File: config.mk
export PLATFORM = sky130hd
export DESIGN_NAME = rogc_regs
export DESIGN_NICKNAME = d
export VERILOG_FILES = /design/src/verilog/rogc_pkg.sv /design/src/verilog/rogc_regs.sv /design/src/verilog/rogc_decode.sv
export VERILOG_INCLUDE_DIRS = /design/src /design/src/verilog
export SDC_FILE = /design/constraint.sdc
export NUM_CORES = 1
export LEC_CHECK = 0
export BUFFER_PORTS_ARGS = -buffer_cell sky130_fd_sc_hd__buf_2
export CORE_ASPECT_RATIO = 2
export CORE_UTILIZATION = 53
export DETAILED_ROUTE_END_ITERATION = 10
export HOLD_SLACK_MARGIN = 0.06
export PLACE_DENSITY = 0.87
export REMOVE_ABC_BUFFERS = 1
export SETUP_SLACK_MARGIN = 0.2
export SLEW_MARGIN = 40
export SYNTH_ARGS = -nofsm -noshare
export SYNTH_HDL_FRONTEND = slang
export SYNTH_SLANG_ARGS = --single-unit
File: constraint.sdc
create_clock -name clk -period 1.1 [get_ports clk]
set_input_delay 0.055 -clock clk [delete_from_list [all_inputs] [get_ports clk]]
set_output_delay 0.055 -clock clk [all_outputs]
set_load 0.02 [all_outputs]
File: src/verilog/rogc_params.svh
// Overview of operation
// Monitor enable routes analog in-phase to pins
// Channel enable: in-phase only, or both
// Gain-control target, twelve bits, reset 170
// Data pin idle termination code drives pad
// Gain mode: automatic, manual, reserved codes
// Sample format: unsigned, sign-magnitude, two's complement
// Resolution codes give one, two, three bits
// Driver select: CMOS, analog bypass, reserved
// Revision bits read only, writes ignored
// Host writes back reserved fields unchanged
// Manual gain field, reset 0x3A, 1 dB steps
// Heavy load drive enable bit
// Highpass coupling enable, reset one
// Fields apply after full word write
`ifndef ROGC_PARAMS_SVH
`define ROGC_PARAMS_SVH

// Register indices on the configuration port
`define ROGC_ADDR_GAIN_OUT     4'h1
`define ROGC_ADDR_FILT_GAIN    4'h2

// Word one field positions
`define ROGC_MON_BIT           28
`define ROGC_DUAL_BIT          27
`define ROGC_TGT_HI            26
`define ROGC_TGT_LO            15
`define ROGC_TERM_HI           14
`define ROGC_TERM_LO           13
`define ROGC_GMODE_HI          12
`define ROGC_GMODE_LO          11
`define ROGC_FMT_HI            10
`define ROGC_FMT_LO            9
`define ROGC_RES_HI            8
`define ROGC_RES_LO            6
`define ROGC_DRV_HI            5
`define ROGC_DRV_LO            4
`define ROGC_REV_HI            1
`define ROGC_REV_LO            0

// Word two field positions
`define ROGC_MGAIN_HI          27
`define ROGC_MGAIN_LO          22
`define ROGC_HLOAD_BIT         20
`define ROGC_HPASS_BIT         15

// Reset values of whole words (revision bits held zero in storage)
`define ROGC_RST_GAIN_OUT      32'h2055_0288
`define ROGC_RST_FILT_GAIN     32'h0eaf_a1dc
`define ROGC_RST_TGT           12'h0aa
`define ROGC_RST_MGAIN         6'h3a

`endif

File: src/verilog/rogc_pkg.sv
`default_nettype none
package rogc_pkg;
  typedef enum logic [1:0] {ROGC_TERM_NONE, ROGC_TERM_PULLDN, ROGC_TERM_PULLUP, ROGC_TERM_HOLD} rogc_term_t;
  typedef enum logic [1:0] {ROGC_FMT_UNSIGNED, ROGC_FMT_SIGNMAG, ROGC_FMT_TWOS} rogc_fmt_t;
  typedef enum logic [1:0] {ROGC_GM_AUTO, ROGC_GM_MANUAL, ROGC_GM_HOLD} rogc_gmode_t;
endpackage : rogc_pkg
`default_nettype wire

File: src/verilog/rogc_regs.sv
`include "rogc_params.svh"
`default_nettype none
// Gain and output configuration register bank
module rogc_regs
  import rogc_pkg::*;
#(
  parameter logic [1:0] SILICON_REV = 2'h0 // Arbitrary value
)(
  // Clock and reset
  input  wire logic        clk,
  input  wire logic        rstn,
  // Configuration port, already decoded from the serial bus
  input  wire logic        cfg_wr,
  input  wire logic        cfg_rd,
  input  wire logic [3:0]  cfg_addr,
  input  wire logic [31:0] cfg_wdata,
  output logic      [31:0] cfg_rdata,
  output logic             cfg_rvalid,
  // Gain and channel controls
  output logic             analog_i_monitor_en,
  output logic             dual_channel_en,
  output logic      [11:0] agc_target_density,
  output rogc_gmode_t      gain_control_select,
  output logic      [5:0]  manual_pga_gain,
  output logic             pga_highpass_coupling_en,
  // Output stage controls
  output rogc_fmt_t        sample_fmt,
  output logic      [1:0]  sample_bits,
  output logic             adc_bypass,
  output logic             heavy_load_drive_en,
  output rogc_term_t       sdio_idle_termination,
  output logic             cfg_reserved
);

  ////////////////////////////////////////////////////////////////////////////
  // Storage

  logic [31:0] gain_output_config_q;
  logic [31:0] filter_gain_test_config_q;
  logic [31:0] rdata_d;
  logic [1:0]  sample_bits_d;
  rogc_fmt_t   sample_fmt_d;
  rogc_gmode_t gain_mode_d;
  logic        adc_bypass_d;
  logic        cfg_reserved_d;

  // Word one: whole word taken at once; revision bits never stored
  always_ff @(posedge clk or negedge rstn) begin
    if (!rstn) begin
      gain_output_config_q <= `ROGC_RST_GAIN_OUT;
    end else if (cfg_wr && cfg_addr == `ROGC_ADDR_GAIN_OUT) begin
      gain_output_config_q <= {cfg_wdata[31:2], 2'h0}; // see R14 see R9
    end
  end

  // Word two: reserved bits kept as written so host read-back works
  always_ff @(posedge clk or negedge rstn) begin
    if (!rstn) begin
      filter_gain_test_config_q <= `ROGC_RST_FILT_GAIN;
    end else if (cfg_wr && cfg_addr == `ROGC_ADDR_FILT_GAIN) begin
      filter_gain_test_config_q <= cfg_wdata;
    end
  end

  ////////////////////////////////////////////////////////////////////////////
  // Read port

  always_comb begin
    unique case (cfg_addr)
      `ROGC_ADDR_GAIN_OUT:  rdata_d = {gain_output_config_q[31:2], SILICON_REV};
      `ROGC_ADDR_FILT_GAIN: rdata_d = filter_gain_test_config_q;
      default:              rdata_d = 32'h0;
    endcase
  end

  // Read data registered; one cycle after the read strobe
  always_ff @(posedge clk or negedge rstn) begin
    if (!rstn) begin
      cfg_rdata  <= 32'h0;
      cfg_rvalid <= 1'b0;
    end else begin
      cfg_rvalid <= cfg_rd;
      if (cfg_rd) begin
        cfg_rdata <= rdata_d;
      end
    end
  end

  ////////////////////////////////////////////////////////////////////////////
  // Field decode

  rogc_decode u_decode (
    .res_code     (gain_output_config_q[`ROGC_RES_HI:`ROGC_RES_LO]),
    .fmt_code     (gain_output_config_q[`ROGC_FMT_HI:`ROGC_FMT_LO]),
    .gmode_code   (gain_output_config_q[`ROGC_GMODE_HI:`ROGC_GMODE_LO]),
    .drv_code     (gain_output_config_q[`ROGC_DRV_HI:`ROGC_DRV_LO]),
    .sample_bits  (sample_bits_d),
    .sample_fmt   (sample_fmt_d),
    .gain_mode    (gain_mode_d),
    .adc_bypass   (adc_bypass_d),
    .cfg_reserved (cfg_reserved_d)
  );

  // Plain field outputs straight from storage flops
  assign analog_i_monitor_en      = gain_output_config_q[`ROGC_MON_BIT];
  assign dual_channel_en          = gain_output_config_q[`ROGC_DUAL_BIT];
  assign agc_target_density       = gain_output_config_q[`ROGC_TGT_HI:`ROGC_TGT_LO];
  assign sdio_idle_termination    = rogc_term_t'(gain_output_config_q[`ROGC_TERM_HI:`ROGC_TERM_LO]);
  assign manual_pga_gain          = filter_gain_test_config_q[`ROGC_MGAIN_HI:`ROGC_MGAIN_LO];
  assign heavy_load_drive_en      = filter_gain_test_config_q[`ROGC_HLOAD_BIT];
  assign pga_highpass_coupling_en = filter_gain_test_config_q[`ROGC_HPASS_BIT];

  // Decoded controls registered; reserved gain code holds previous mode
  always_ff @(posedge clk or negedge rstn) begin
    if (!rstn) begin
      sample_bits         <= 2'h2;
      sample_fmt          <= ROGC_FMT_SIGNMAG;
      gain_control_select <= ROGC_GM_AUTO;
      adc_bypass          <= 1'b0;
      cfg_reserved        <= 1'b0;
    end else begin
      sample_bits  <= sample_bits_d;
      sample_fmt   <= sample_fmt_d;
      adc_bypass   <= adc_bypass_d;
      cfg_reserved <= cfg_reserved_d;
      if (gain_mode_d != ROGC_GM_HOLD) begin
        gain_control_select <= gain_mode_d;
      end
    end
  end

  ////////////////////////////////////////////////////////////////////////////
  // Checks

  wire wr1 = cfg_wr && cfg_addr == `ROGC_ADDR_GAIN_OUT;
  wire wr2 = cfg_wr && cfg_addr == `ROGC_ADDR_FILT_GAIN;

  mon_follows_a: assert property (@(posedge clk) disable iff (!rstn)
    wr1 |=> analog_i_monitor_en == $past(cfg_wdata[28])) else $error("monitor bit not applied");
  dual_follows_a: assert property (@(posedge clk) disable iff (!rstn)
    wr1 |=> dual_channel_en == $past(cfg_wdata[27])) else $error("channel enable not applied");
  target_follows_a: assert property (@(posedge clk) disable iff (!rstn)
    wr1 |=> agc_target_density == $past(cfg_wdata[26:15])) else $error("target not applied");
  term_follows_a: assert property (@(posedge clk) disable iff (!rstn)
    wr1 |=> sdio_idle_termination == $past(cfg_wdata[14:13])) else $error("termination not applied");
  manual_mode_a: assert property (@(posedge clk) disable iff (!rstn)
    wr1 && cfg_wdata[12:11] == 2'h2 |=> ##1 gain_control_select == ROGC_GM_MANUAL)
    else $error("manual gain mode not selected");
  format_twos_a: assert property (@(posedge clk) disable iff (!rstn)
    wr1 && cfg_wdata[10] |=> ##1 sample_fmt == ROGC_FMT_TWOS) else $error("format decode wrong");
  res_three_a: assert property (@(posedge clk) disable iff (!rstn)
    wr1 && cfg_wdata[8:6] == 3'h4 |=> ##1 sample_bits == 2'h3) else $error("resolution decode wrong");
  bypass_sel_a: assert property (@(posedge clk) disable iff (!rstn)
    wr1 |=> ##1 adc_bypass == $past(cfg_wdata[5], 2)) else $error("bypass decode wrong");
  rev_fixed_a: assert property (@(posedge clk) disable iff (!rstn)
    cfg_rvalid && $past(cfg_addr) == `ROGC_ADDR_GAIN_OUT |-> cfg_rdata[1:0] == SILICON_REV)
    else $error("revision bits changed");
  gain_follows_a: assert property (@(posedge clk) disable iff (!rstn)
    wr2 |=> manual_pga_gain == $past(cfg_wdata[27:22])) else $error("manual gain not applied");
  hload_follows_a: assert property (@(posedge clk) disable iff (!rstn)
    wr2 |=> heavy_load_drive_en == $past(cfg_wdata[20])) else $error("load drive not applied");
  hpass_follows_a: assert property (@(posedge clk) disable iff (!rstn)
    wr2 |=> pga_highpass_coupling_en == $past(cfg_wdata[15])) else $error("coupling not applied");
  readback_a: assert property (@(posedge clk) disable iff (!rstn)
    wr2 ##1 !cfg_wr ##1 (cfg_rd && cfg_addr == `ROGC_ADDR_FILT_GAIN && !cfg_wr) |=> cfg_rdata == $past(cfg_wdata, 3))
    else $error("read back mismatch");

  manual_cov_c: cover property (@(posedge clk) disable iff (!rstn) gain_control_select == ROGC_GM_MANUAL);
  bypass_cov_c: cover property (@(posedge clk) disable iff (!rstn) adc_bypass && analog_i_monitor_en);
  read_cov_c:   cover property (@(posedge clk) disable iff (!rstn) wr1 ##1 cfg_rd);

endmodule : rogc_regs
`default_nettype wire

File: src/verilog/rogc_decode.sv
`include "rogc_params.svh"
`default_nettype none
// Turns raw word-one codes into datapath controls
module rogc_decode
  import rogc_pkg::*;
(
  // Raw fields
  input  wire logic [2:0] res_code,
  input  wire logic [1:0] fmt_code,
  input  wire logic [1:0] gmode_code,
  input  wire logic [1:0] drv_code,
  // Decoded controls
  output logic      [1:0] sample_bits,
  output rogc_fmt_t       sample_fmt,
  output rogc_gmode_t     gain_mode,
  output logic            adc_bypass,
  output logic            cfg_reserved
);
  // Resolution: 0->1 bit, 2->2 bits, 4->3 bits
  always_comb begin
    unique case (res_code)
      3'h0:    sample_bits = 2'h1;
      3'h2:    sample_bits = 2'h2;
      3'h4:    sample_bits = 2'h3;
      default: sample_bits = 2'h0;
    endcase
  end

  // Codes 2 and 3 both mean two's complement
  assign sample_fmt = (fmt_code == 2'h0) ? ROGC_FMT_UNSIGNED :
                      (fmt_code == 2'h1) ? ROGC_FMT_SIGNMAG : ROGC_FMT_TWOS;

  // Reserved gain codes keep the last gain mode rather than guess
  assign gain_mode  = (gmode_code == 2'h0) ? ROGC_GM_AUTO :
                      (gmode_code == 2'h2) ? ROGC_GM_MANUAL : ROGC_GM_HOLD;
  assign adc_bypass = drv_code[1];

  // Any reserved code in use is flagged
  assign cfg_reserved = (sample_bits == 2'h0) || (gain_mode == ROGC_GM_HOLD) || (drv_code == 2'h1);
endmodule : rogc_decode
`default_nettype wire

=== After elaboration in Yosys (flattened, before gate mapping) ===
Index checks and enable logic that the tools add are counted.
W data, S select, Z words.

* Divide/modulo/power cells: 0
* Add/sub/neg operators: 0
* $mul: 0
* Magnitude comparators: 0
* Reductions and logical operators: 8
* Eq/ne operators: 9
* Bitwise gates (word level): 0
* Shift operators: 0
* Muxes and demuxes: 6

{| class="wikitable"
|+ Operators with widths
! kind !! number
|-
| $pmux W32 S2 || 1
|-
| $mux W2 || 4
|-
| $logic_not A2 Y1 || 3
|-
| $pmux W2 S3 || 1
|-
| $eq A2 B1 Y1 const B || 2
|-
| $eq A2 B2 Y1 const B || 2
|-
| $eq A4 B1 Y1 const B || 1
|-
| $eq A4 B2 Y1 const B || 1
|-
| $eq A3 B2 Y1 const B || 1
|-
| $eq A3 B3 Y1 const B || 1
|-
| $logic_not A3 Y1 || 1
|-
| $logic_and A1 B1 Y1 || 2
|-
| $logic_or A1 B1 Y1 || 2
|-
| $ne A2 B2 Y1 const B || 1
|}

* Memory bits (read-only): 0
* Output and inout bits: 65
* RAM bits: 0
* Latch bits: 0
* Bits of input ports: 40
* Logic and storage cells: 32
* Memories: 0
* Flip-flop bits (word level): 103

=== Longest topological paths before layout ===
* Depth in word-level cells: 6
* Mapped depth: 4
* Gate-level depth less buffers: 3

=== By module ===
From an unflattened synthesis, not the netlist that was laid out.

* Cells, all modules: 282
* Area, all modules: 4,235.3 um^2

{| class="wikitable"
|+ By module, submodules not included
! module !! cells an instance !! instances !! area an instance (um^2)
|-
| rogc_regs || 271 || 1 || 4,175.3
|-
| rogc_decode || 11 || 1 || 60.1
|}

=== Worst setup path after synthesis ===
Ideal clock, no wire load.

* Path type: input-to-reg
* Start: input cfg_addr[3]
* End: register cfg_rdata[27]
* Setup time: 0.066 ns
* Stages: 4
* Setup slack: 0.002 ns
* Data arrival time: 1.032 ns
* Required time: 1.034 ns
* Cell sequence: or3b_4 nor3b_4 buf_6 a221o_1

* Word-level cells in the longest chain between the ends: 2

{| class="wikitable"
|+ RTL lines
! item !! line !! text
|-
| start, declared || rogc_regs.sv:15 || <nowiki>input wire logic [3:0] cfg_addr,</nowiki>
|-
| $eq A4 B2 Y1 / $eq A4 B1 Y1 (equally long branches) || n/a ||
|-
| $pmux W32 S2 * || rogc_regs.sv:69 || <nowiki>unique case (cfg_addr)</nowiki>
|-
| end signal, assigned || rogc_regs.sv:84 || <nowiki>cfg_rdata <= rdata_d;</nowiki>
|-
| end, declared || rogc_regs.sv:17 || <nowiki>output logic [31:0] cfg_rdata,</nowiki>
|}

Every way passes the cells marked *; elsewhere a longest branch is shown, timed or not.
A chain may end at the register's enable or synchronous reset.

=== Worst setup path after layout ===
* Start: input cfg_addr[3]
* End: register cfg_rdata[21]

Same word-level chain as after synthesis.

==> impl_results.md <==
* Status: completed
* Setup TNS at 0 ns
* Standard-cell rows at 45
* CP Launch Type: primary input
* Die Span Y at 128 um
* Final WL at 12.0 mm
* Total GRT Usage at 0.307
* Power Total at 11100 uW
* Vias/cell at 5.69
* First-pass GRT wire length at 18.1 mm
* Seq/Total Area, Yosys at 0.623
* Ant. Diodes at 0
* Largest net degree at the start of global routing at 78
* CP arrival at 1.37 ns
* Wirelength per Cell at 22.5 um
* Clock Latency Late Sink at 0.35 ns
* CTS H-tree lvls at 3
* Slew Viols, Final at 0
* Inserted Clock Buffers at 9
* Worst Skew at 0.00802 ns
* Placed Cells at 451
* Core Region at 7600 um^2
* Headroom to the max-slew limit at 0.737
* R2R Setup Slk at 0.11 ns
* Initial Utilization at 0.552
* Crit Path Category: primary input to register
* Layout net count at 472
* Initial antenna violation count at 0
* FF+latch count, synth at 103
* Pre-CTS WS at -0.223 ns
* Gr ovfl total at 0
* Seq. cell area at 2610 um^2
* # IOs at 105
* VDD IR-drop max at 1.57 mV
* Filler cells at 365
* PwrDens at 1770 nW/um^2
* Area growth from synthesis to layout at 48.6%
* FF-to-FF Start: cfg_rdata[21]
* Cells after Synth at 279
* CTS tree: yes
* DRC at 0
* DR pass1 iterations at 4
* Detail Route Antenna Nets at 0
* Finished Layout Cells at 531
* CP required at 1.37 ns
* CP Capture Type: register
* Multi-input gate area at 1380 um^2
* Vias in the first global route at 3401
* Top-area cell type share of the netlist area at 0.454
* Clock Sinks at 103
* Fmax at 911 MHz
* YS warnings at 0
* Syn avg cell area at 15.0 um^2
* Fin crit period at 1.10 ns
* Synth unique cells at 22
* Worst Max-Slew Pin Slew at 0.395 ns
* Hold path startpoint: cfg_rd
* Top_reg_cell synth: dfrtp_1
* Worst hold path type: primary input to register
* Post-route setup slack at 0.00229 ns
* Synthesized area at 4190 um^2
* Dpl hpwl at 5.82 mm
* Area leader, netlist: dfrtp_1
* Final setup violation count at 0
* Max_cap viols at 0
* Area contributors post-synth: dfrtp_1 (45%), dfstp_2 (17%), mux2_1 (17%)
* Layout cell share with drive strength beyond 1 at 0.471
* Total number of vias at 3024
* Worst Hold Path EP: cfg_rvalid
* Port bufs at 104
* Leakage at 0.00295 uW
* R2R Path End: cfg_rdata[21]
* Gpl congestion at 0.790
* Fin crit share at 0.998
* Post-synth EDFFs at 0
* Worst hold margin at 0.173 ns
* Reg2reg path depth at 2
* RSZ-0062 raised after global routing: true
* Top cells by instance count after synthesis: dfrtp_1 (76), mux2_1 (62), a221o_1 (30), nor2b_1 (30), dfstp_2 (27)
* Clock-pin slew on the worst setup and hold paths at 0.06 ns
* Most frequent cell after synthesis: dfrtp_1
* CTS Buffer Depth at 2
* DRT iter0 DRCs at 185
* Die W at 64.9 um
* Async S/R FF share, synth at 1.00
* Die Footprint at 8290 um^2
* WHS Path Cells at 2
* Worst-path fanout max at 8
* CTS root buffer: clkbuf_16
* Fin. Hold Viols at 0
-- worst max-delay path by stage --
stage | startpoint | to | slack [ns] | cells after the start
after floorplan | cfg_addr[3] | filter_gain_test_config_q[0] | -0.85 | 3
after global placement | cfg_rd | cfg_rdata[15] | -0.17 | 5
after detailed placement | cfg_rd | cfg_rdata[23] | -0.22 | 5
after CTS | filter_gain_test_config_q[25] | manual_pga_gain[3] | 0.02 | 1
after global routing | cfg_addr[3] | cfg_rdata[21] | -0.02 | 7
final | cfg_addr[3] | cfg_rdata[21] | 0.002 | 7
-- cell usage in the layout (no fill, tap or decap), types with 5 or more instances in the layout --
cell type,synthesis,routed
buf_6,3,80
dfrtp_1,76,74
dfstp_2,27,27
a221o_1,30,30
buf_2,7,37
dlygate4sd3_1,0,33
mux2_4,0,12
buf_16,0,6
nor2b_1,30,30
mux2_1,62,49
clkbuf_16,0,9
buf_4,23,17
buf_12,0,5
-- state kept, by name, indices dropped and copies added (netlist names) --
signal	cells
filter_gain_test_config_q	32
adc_bypass	1
sample_fmt	2
cfg_rdata	32
cfg_reserved	1
cfg_rvalid	1
sample_bits	2
gain_output_config_q	30
gain_control_select	2
-- cells by family (layout without fill, tap and decap cells) --
group           Yosys count  in the layout  synth area share
flops                   103            103             0.623
mux                      63             63             0.169
simple gates             40             40            0.0651
buf+inv                  38            196            0.0621
compound gates           34             34            0.0788
xor+xnor                  1              1           0.00209
-- report_power, final --
part	internal, uW	total, uW	switching [uW]
logic	1500	2630	1130
registers	4640	5220	578
clock network	1890	3200	1320
-- layer usage --
layer / GRT usage / up-vias / wire (um)
li1: - / 1295 / -
met1: 0.343 / 1561 / 4280
met2: 0.522 / 134 / 6660
met3: 0.0605 / 34 / 561
met4: 0.193 / 0 / 467
met5: 0 / - / 0
-- critical path, cell delays in order --
cell     delay [ns]
buf_6          0.09
or3b_4         0.42
nor3b_4        0.25
buf_6          0.16
buf_12         0.10
buf_12         0.13
a221o_1        0.15
-- repair_timing --
| item | CTS | global route |
|---|---|---|
| endpoints found under the hold margin | 153 | 0 |
| buffers inserted | 21 | 3 |
| hold buffers | 33 | 0 |
| gates resized for setup | 149 | 19 |
| cloned | 6 | 1 |
| endpoints found under the setup margin | 98 | 125 |
| pin swaps | 4 | 5 |
-- area by class of cell --
class,count,share of cell area
sequential,103,0.420
timing repair buffer,178,0.290
multi-input combinational,138,0.221
clock buffer,13,0.0418
tap,94,0.0189
clock inverter,3,0.00683
inverter,2,0.00121
-- metrics by stage --
step	area, um^2	util
3_3_place_gp	4700	0.618
4_1_cts	6130	0.806
6_report	6230	0.819
3_5_place_dp	4700	0.618
2_1_floorplan	3940	-
5_1_grt	6230	0.819
(Power assumes the default switching activity.)
